### config.mk
export PLATFORM = sky130hd
export DESIGN_NAME = sia_aggregator
export DESIGN_NICKNAME = d
export VERILOG_FILES = /design/src/rtl/sia_pkg.sv /design/src/rtl/sia_aggregator.sv /design/src/rtl/sia_vsync_catch.sv
export SDC_FILE = /design/constraint.sdc
export NUM_CORES = 1
export LEC_CHECK = 0
export BUFFER_PORTS_ARGS = -buffer_cell sky130_fd_sc_hd__buf_2
export CAP_MARGIN = 10
export CORE_ASPECT_RATIO = 1.25
export CORE_MARGIN = 2
export CORE_UTILIZATION = 30
export DETAILED_ROUTE_END_ITERATION = 16
export SETUP_SLACK_MARGIN = 0.3
export SLEW_MARGIN = 20
export SYNTH_ARGS = -nofsm -noshare
export SYNTH_HDL_FRONTEND = slang
export SYNTH_SLANG_ARGS = --single-unit
### constraint.sdc
create_clock -name ref_clk -period 1.55 [get_ports ref_clk]
set_clock_uncertainty 0.05 [all_clocks]
set_input_delay 0.2325 -clock ref_clk [delete_from_list [all_inputs] [get_ports ref_clk]]
set_output_delay 0.2325 -clock ref_clk [all_outputs]
set_load 0.01 [all_outputs]
### src/rtl/sia_pkg.sv
// package: register map, field positions and carrier types for the interrupt aggregator
package sia_pkg;

    // register byte offsets
    localparam logic [7:0] RAW_VSYNC_OFFS    = 8'h20;
    localparam logic [7:0] COMBINED_OFFS     = 8'h24;
    localparam logic [7:0] ENABLE_MASK_OFFS  = 8'h28;

    // reset values
    localparam logic [31:0] RAW_VSYNC_RESET  = 32'h0000_0000;
    localparam logic [31:0] ENABLE_MASK_RESET = 32'h0000_0000;

    // vsync source count and status bit positions of every source
    localparam int          VSYNC_COUNT       = 5;
    localparam int          BIT_LEGACY_VGA    = 0;
    localparam int          BIT_PANEL         = 1;
    localparam int          BIT_CRT           = 2;
    localparam int          BIT_VIDEO_PORT0   = 3;
    localparam int          BIT_VIDEO_PORT1   = 4;
    localparam int          BIT_DRAW_ENGINE   = 5;
    localparam int          BIT_SERIAL_ZERO   = 6;
    localparam int          BIT_SERIAL_ONE    = 7;
    localparam int          BIT_HOST_BUS      = 8;
    localparam int          BIT_DMA_ONE       = 9;
    localparam int          BIT_PULSE_WIDTH   = 11;
    localparam int          BIT_TWO_WIRE      = 12;
    localparam int          GPIO_LSB          = 25;
    localparam int          GPIO_COUNT        = 7;

    // writable / reportable bit sets
    localparam logic [31:0] STATUS_VALID_MASK = 32'hfe00_1aff;
    localparam logic [31:0] ENABLE_VALID_MASK = 32'hfe00_1bff;

    // register access request from the host side
    typedef struct packed {
        logic        rd;
        logic        wr;
        logic [7:0]  addr;
        logic [31:0] wdata;
    } sia_req_t;

    // peripheral event levels (each level is 1 while that unit requests service)
    typedef struct packed {
        logic [6:0] gpio_event;
        logic       two_wire_event;
        logic       pulse_width_event;
        logic       dma_channel_one_event;
        logic       host_bus_event;
        logic       serial_port1_event;
        logic       serial_port0_event;
        logic       draw_engine_event;
    } sia_periph_t;

endpackage : sia_pkg

### src/rtl/sia_aggregator.sv
// system interrupt aggregator: raw vsync status, combined status, enable mask and host interrupt
`timescale 1ns/100ps
`default_nettype none
module sia_aggregator (
    // clock and reset
    input  wire logic                 ref_clk,
    input  wire logic                 sys_rst,
    // register access
    input  wire sia_pkg::sia_req_t    reg_req,
    output logic [31:0]               reg_rdata,
    output logic                      reg_rvalid,
    // event sources
    input  wire logic [4:0]           vsync_pins,
    input  wire sia_pkg::sia_periph_t periph_events,
    // polarity control from the miscellaneous control register
    input  wire logic                 irq_polarity_invert,
    // host interrupt
    output logic                      host_irq
);
    logic [4:0]  raw_status;
    logic [4:0]  clear_vec;
    logic [31:0] enable_mask_reg;
    logic [31:0] combined_status;
    logic [31:0] irq_source;
    logic        irq_any;
    logic        raw_clear_wr;
    logic        host_irq_next;

    // write decode of the raw clear offset
    assign raw_clear_wr = reg_req.wr && (reg_req.addr == sia_pkg::RAW_VSYNC_OFFS);

    // only ones in the write clear; upper data bits ignored
    assign clear_vec = raw_clear_wr ? reg_req.wdata[4:0] : 5'h00;

    // one sticky catcher per vsync source
    for (genvar i = 0; i < sia_pkg::VSYNC_COUNT; i++) begin : g_vsync
        sia_vsync_catch u_catch (
            .ref_clk    (ref_clk),
            .sys_rst    (sys_rst),
            .vsync_pin  (vsync_pins[i]),
            .clear_req  (clear_vec[i]),
            .status_bit (raw_status[i])
        );
    end

    // mask is plain read/write, reserved bits kept at zero
    always_ff @(posedge ref_clk) begin
        if (sys_rst) begin
            enable_mask_reg <= sia_pkg::ENABLE_MASK_RESET;
        end else if (reg_req.wr && (reg_req.addr == sia_pkg::ENABLE_MASK_OFFS)) begin
            enable_mask_reg <= reg_req.wdata & sia_pkg::ENABLE_VALID_MASK;
        end
    end

    // combined status assembly; peripheral levels are same-clock logic, no sync needed
    always_comb begin
        combined_status = 32'h0000_0000;
        combined_status[31:25] = periph_events.gpio_event;
        combined_status[sia_pkg::BIT_TWO_WIRE]    = periph_events.two_wire_event;
        combined_status[sia_pkg::BIT_PULSE_WIDTH] = periph_events.pulse_width_event;
        combined_status[sia_pkg::BIT_DMA_ONE]     = periph_events.dma_channel_one_event;
        combined_status[sia_pkg::BIT_SERIAL_ONE]  = periph_events.serial_port1_event;
        combined_status[sia_pkg::BIT_SERIAL_ZERO] = periph_events.serial_port0_event;
        combined_status[sia_pkg::BIT_DRAW_ENGINE] = periph_events.draw_engine_event;
        // vsync bits mirror the raw status
        combined_status[4:0] = raw_status;
    end

    // host bus gated by mask bit 8 although its status bit reads zero
    always_comb begin
        irq_source = combined_status;
        irq_source[sia_pkg::BIT_HOST_BUS] = periph_events.host_bus_event;
    end

    // per-source gating; any enabled source raises irq_any
    assign irq_any = |(irq_source & enable_mask_reg);

    assign host_irq_next = irq_any ^ irq_polarity_invert;

    // registered interrupt output, one cycle behind its sources
    always_ff @(posedge ref_clk) begin
        if (sys_rst) begin
            host_irq <= 1'b0;
        end else begin
            host_irq <= host_irq_next;
        end
    end

    // read data is registered; unmapped offsets return zero
    always_ff @(posedge ref_clk) begin
        if (sys_rst) begin
            reg_rdata  <= 32'h0000_0000;
            reg_rvalid <= 1'b0;
        end else begin
            reg_rvalid <= reg_req.rd;
            if (reg_req.rd) begin
                unique case (reg_req.addr)
                    sia_pkg::RAW_VSYNC_OFFS:   reg_rdata <= {27'h0000000, raw_status};
                    sia_pkg::COMBINED_OFFS:    reg_rdata <= combined_status & sia_pkg::STATUS_VALID_MASK;
                    sia_pkg::ENABLE_MASK_OFFS: reg_rdata <= enable_mask_reg;
                    default:                   reg_rdata <= 32'h0000_0000;
                endcase
            end
        end
    end
endmodule : sia_aggregator
`default_nettype wire

### src/rtl/sia_vsync_catch.sv
// one vsync source: pin synchroniser, rising edge detect and sticky status bit
`timescale 1ns/100ps
`default_nettype none
module sia_vsync_catch (
    // clock and reset
    input  wire logic ref_clk,
    input  wire logic sys_rst,
    // asynchronous vsync level from the display timing logic
    input  wire logic vsync_pin,
    // clear request from the register decode
    input  wire logic clear_req,
    // sticky status
    output logic      status_bit
);
    logic sync1_reg;
    logic sync2_reg;
    logic last_reg;
    logic rise;

    // two flops before any logic looks at the pin
    always_ff @(posedge ref_clk) begin
        if (sys_rst) begin
            sync1_reg <= 1'b0;
            sync2_reg <= 1'b0;
            last_reg  <= 1'b0;
        end else begin
            sync1_reg <= vsync_pin;
            sync2_reg <= sync1_reg;
            last_reg  <= sync2_reg;
        end
    end

    assign rise = sync2_reg & ~last_reg;

    always_ff @(posedge ref_clk) begin
        if (sys_rst) begin
            status_bit <= 1'b0;
        end else if (rise) begin
            status_bit <= 1'b1;
        end else if (clear_req) begin
            status_bit <= 1'b0;
        end
    end
endmodule : sia_vsync_catch
`default_nettype wire

# After elaboration in Yosys (flattened, before gate mapping)
# Cells that the tools add are included.
[totals]
register_bits = 73
input_bits = 64
out_inout_bits = 34
word_cells = 59
[classes]
eq_ne = 3
mux = 12
bitwise = 12
n_reduce_logical = 8
[op_table]
columns = ["operator", "count"]
rows = [
  ["case mux 32 bit (3 select lines)", 1],
  ["bitwise AND 32 bit", 1],
  ["OR reduction 32 bit", 1],
  ["equality test 8 x 6 -> 1 bit, second input constant", 3],
  ["two-way mux 1 bit", 10],
  ["nonzero test 2 bit", 5],
  ["bitwise AND 1 bit", 5],
  ["two-way mux 5 bit", 1],
  ["inverter 1 bit", 5],
  ["logical AND 1 bit", 2],
  ["XOR 1 bit", 1],
]

# Depth between registers and ports, before layout
[depth]
ltp_word = 5
mapped_depth = 7

# Hierarchy
# A second synthesis with hierarchy kept.
[hier_totals]
hier_cells = 275
area_unflattened_um2 = 2577.5
[modules_own_cells]
columns = ["mod", "instances", "cells_each", "area_per_inst_um2", "seq_area_each_um2"]
rows = [
  ["sia_aggregator", 1, 225, 1926.8, 800.8],
  ["sia_vsync_catch", 5, 10, 130.1, 80.1],
]

# Worst setup path before layout
# Ideal clock, no wire load.
[synth_timing]
path_kind = "input-to-reg"
from = "input port reg_req[36] (netlist name)"
to = "register enable_mask_reg[11]"
setup_ns = 0.128
arrival_ns = 1.497
required_time_ns = 1.372
setup_slack_ns = -0.124
path_stages = 7
path_buffers = 2
cell_sequence = "or4b_4 nor3_2 nand3_1 buf_4 buf_6 mux2i_1 nor2_1"
[synth_between]
elab_chain_len = 2
[synth_lines]
columns = ["item", "line_no", "source"]
rows = [
  ["start, declared", "sia_aggregator.sv:9", "input wire sia_pkg::sia_req_t reg_req,"],
  ["equality test 8 x 6 -> 1 bit", "sia_aggregator.sv:50", "end else if (reg_req.wr && (reg_req.addr == sia_pkg::ENABLE_MASK_OFFS)) begin"],
  ["logical AND 1 bit", "sia_aggregator.sv:50", ""],
  ["end signal, assigned", "sia_aggregator.sv:49", "enable_mask_reg <= sia_pkg::ENABLE_MASK_RESET;"],
  ["end signal, assigned", "sia_aggregator.sv:51", "enable_mask_reg <= reg_req.wdata & sia_pkg::ENABLE_VALID_MASK;"],
  ["end, declared", "sia_aggregator.sv:22", "logic [31:0] enable_mask_reg;"],
]
# Every way passes these cells.
# A chain may end at the register's enable or synchronous reset.

# Worst setup path in the final report
[layout_timing]
from = "input port reg_req[36] (netlist name)"
to = "register enable_mask_reg[4]"
# The elaborated chain is that of the path after synthesis.

==> impl_metrics.csv <==
group,metric,value,unit
outcome,status,"finished, violations left",
outcome,failed_checks,"DRC",
placement,portBuffers,71,
critical_path,crit_chain,"buf_6 > or4b_4 > nor3_4 > nand3_2 > buf_12 > mux2i_2 > nor2_1",
critical_path,worstSetupEndpointType,"register",
clock_network,cts_tree,"done",
timing,rsz0062_at_grt,"yes",
placement,dpl.cell_count,429,
timing,fmax,721,MHz
clock_network,cts.sink_count,60,
logic_synthesis,ys_ff_latch,60,
grt,busiest_layer,"met2",
critical_path,cp.depth,7,
final_layout,syn2layout_area_growth,28.2,%
clock_network,cts-htree-levels,3,
flow_run,drv_cap,0,
critical_path,cp.arrival,1.55,ns
clock_network,max-clock-path-buffers,2,
grt,grt_pass1_vias,2031,
floorplan,rows,37,
timing,post-route-period-util,89.4,%
critical_path,critPathBufInv,2,
power,ir_worst_vdd,751,uV
final_layout,nFillCells,834,
final_layout,finalNonFillerCells,446,
critical_path,cp.required,1.72,ns
grt,track_usage,12.9,%
final_layout,drive_gt1_share,30.9,%
placement,dp_hpwl,4.17,mm
critical_path,critPathMaxFanout,19,
grt,grt_util_met2,21.8,%
critical_path,crit_slowest_cell,"or4b_4",
floorplan,die-area,0.00910,mm^2
logic_synthesis,mappedNetlistArea,0.00250,mm^2
logic_synthesis,ys.flop_type,"dfxtp_1",
critical_path,start_kind,"primary input",
route,drt-pass1-iter-count,11,
timing,setup_viol,0,
route,drc,7,
route,drt_iter0_drc,95,
grt,use_met1,14.7,%
timing,drv_slew,0,
timing,finalHoldViolCount,0,
route,drt_wl_total,5.64,mm
floorplan,dieHeight,106,um
power,p_leak,0.00145,uW
logic_synthesis,synth_cells,273,
critical_path,reg2reg_depth,5,
logic_synthesis,synth-edff-count,0,
timing,worst-slew-pin-transition,0.525,ns
power,power.total,3530,uW
grt,overflow,0,
clock_network,path_clk_slew,0.07,ns
clock_network,cts_root_buffer,"clkbuf_8",
logic_synthesis,async_reset_ff_share,0,%
route,routed-via-count,2067,
grt,grt_use_met3,3.80,%
logic_synthesis,synth_cell_types,27,
timing,maxSlewHeadroom,64.8,%
logic_synthesis,syn_area_per_cell,9.18,um^2
logic_synthesis,ys_warn_count,0,
grt,grt_max_degree,40,
clock_network,cts_buffers,9,
clock_network,insertion_delay,0.34,ns
floorplan,ioPinCount,98,
floorplan,start_util,30.6,%
logic_synthesis,ys_seq_area_share,48.0,%
floorplan,core_area,0.00819,mm^2
critical_path,cp_top_family,"simple AND/OR/NAND/NOR gates",
worst_hold_path,hold_path_class,"primary input to register",
final_layout,finalNetCount,408,
critical_path,critical_path_class,"primary input to register",
route,wire_per_inst,12.7,um
power,powerDensity,1100,mW/mm^2
critical_path,critPathMaxStageDelay,0.55,ns
route,drtAntennaViolNets,0,
timing,fin_crit,1.39,ns
floorplan,die_w,85.7,um
grt,grt_pass1_wl,9.31,mm
placement,place.gp.congestion,0.795,
route,via_per_inst,4.63,
worst_hold_path,hold_depth,2,
grt,antenna_found_initial,0,
final_layout,antenna_cells,0,
power by group:
group	switching, uW	internal (uW)
Sequential	11.0	1570
Clock	645	1080
Combinational	124	106
Total	780	2750
logic make-up after synthesis:
group / synth area share (%)
AND/OR/NAND/NOR: 22.3
flip-flops: 48.0
AO/OA/AOI/OAI: 13.9
buffers and inverters: 8.14
multiplexers: 7.59
other: 0.150
cell usage after synthesis (2+ instances only):
cell type / count / area share [%]
a21oi_1: 24 / 4.8
a221oi_1: 2 / 0.70
a22o_1: 15 / 5.2
a22oi_1: 4 / 1.2
buf_4: 15 / 4.5
clkbuf_1: 14 / 2.1
dfxtp_1: 60 / 48
inv_1: 5 / 0.75
mux2i_1: 19 / 7.6
nand2_1: 10 / 1.5
nand2b_1: 19 / 4.7
nand3_1: 20 / 4.0
nand4_1: 2 / 0.50
nor2_1: 24 / 3.6
nor2b_1: 23 / 5.7
nor3_1: 2 / 0.40
o22ai_1: 5 / 1.2
metrics by stage:
stage | setup slack, ns | hold slack, ns | area, um^2 | utilization, % | setup TNS, ns
after floorplan | -0.104 | 0.311 | 2560 | - | -1.26
after global placement | -0.198 | 0.366 | 2910 | 35.6 | -6.00
after detailed placement | -0.239 | 0.374 | 2910 | 35.6 | -7.34
after CTS | 0.182 | 0.0396 | 3210 | 39.1 | 0
after global routing | 0.0948 | 0.0583 | 3210 | 39.2 | 0
final | 0.164 | 0.0490 | 3210 | 39.2 | 0
cell type report:
class / count / area, um^2 / area share, %
sequential: 60 / 1200 / 37.5
timing repair buffer: 80 / 442 / 13.8
clock buffer: 9 / 124 / 3.86
multi-input combinational: 188 / 1180 / 36.7
clock inverter: 7 / 124 / 3.86
tap: 97 / 121 / 3.78
inverter: 5 / 18.8 / 0.585
per-layer routing:
metal	wire length (um)	part of all wire (%)	vias to the layer above
met4	128	2.3	0
met3	380	6.7	12
met5	0	0	-
met2	2740	48	63
met1	2400	42	938
li1	-	-	1054
what timing repair did:
item,4_1_cts,5_1_grt
hold buffers,0,0
pin swaps,11,3
hold endpoints to repair,0,0
setup buffers,1,0
resized for setup,9,2
endpoints found under the setup margin,44,44
final timing paths:
check                                              startpoint                      endpoint  slack [ns]
worst min register to register   g_vsync[3].u_catch.sync1_reg  g_vsync[3].u_catch.sync2_reg        0.39
worst min-delay path                            vsync_pins[4]  g_vsync[4].u_catch.sync1_reg        0.05
worst max-delay path                              reg_req[36]            enable_mask_reg[4]        0.16
worst max register to register  g_vsync[1].u_catch.status_bit                      host_irq        0.23
cells in the final DEF, fill, tap and decap left out, types with 2 or more instances in the layout:
cell type,count
nor2_1,24
nand3_1,19
dfxtp_1,58
nor3_1,2
clkinv_4,2
mux2i_1,18
nor2b_1,22
dfxtp_2,2
a22o_1,15
bufinv_16,3
inv_1,5
buf_2,70
buf_4,8
a21oi_1,23
nand2b_1,19
nand4_1,2
nand2_1,9
conb_1,13
clkbuf_8,9
a22oi_1,4
o22ai_1,5
(Power assumes the default switching activity.)
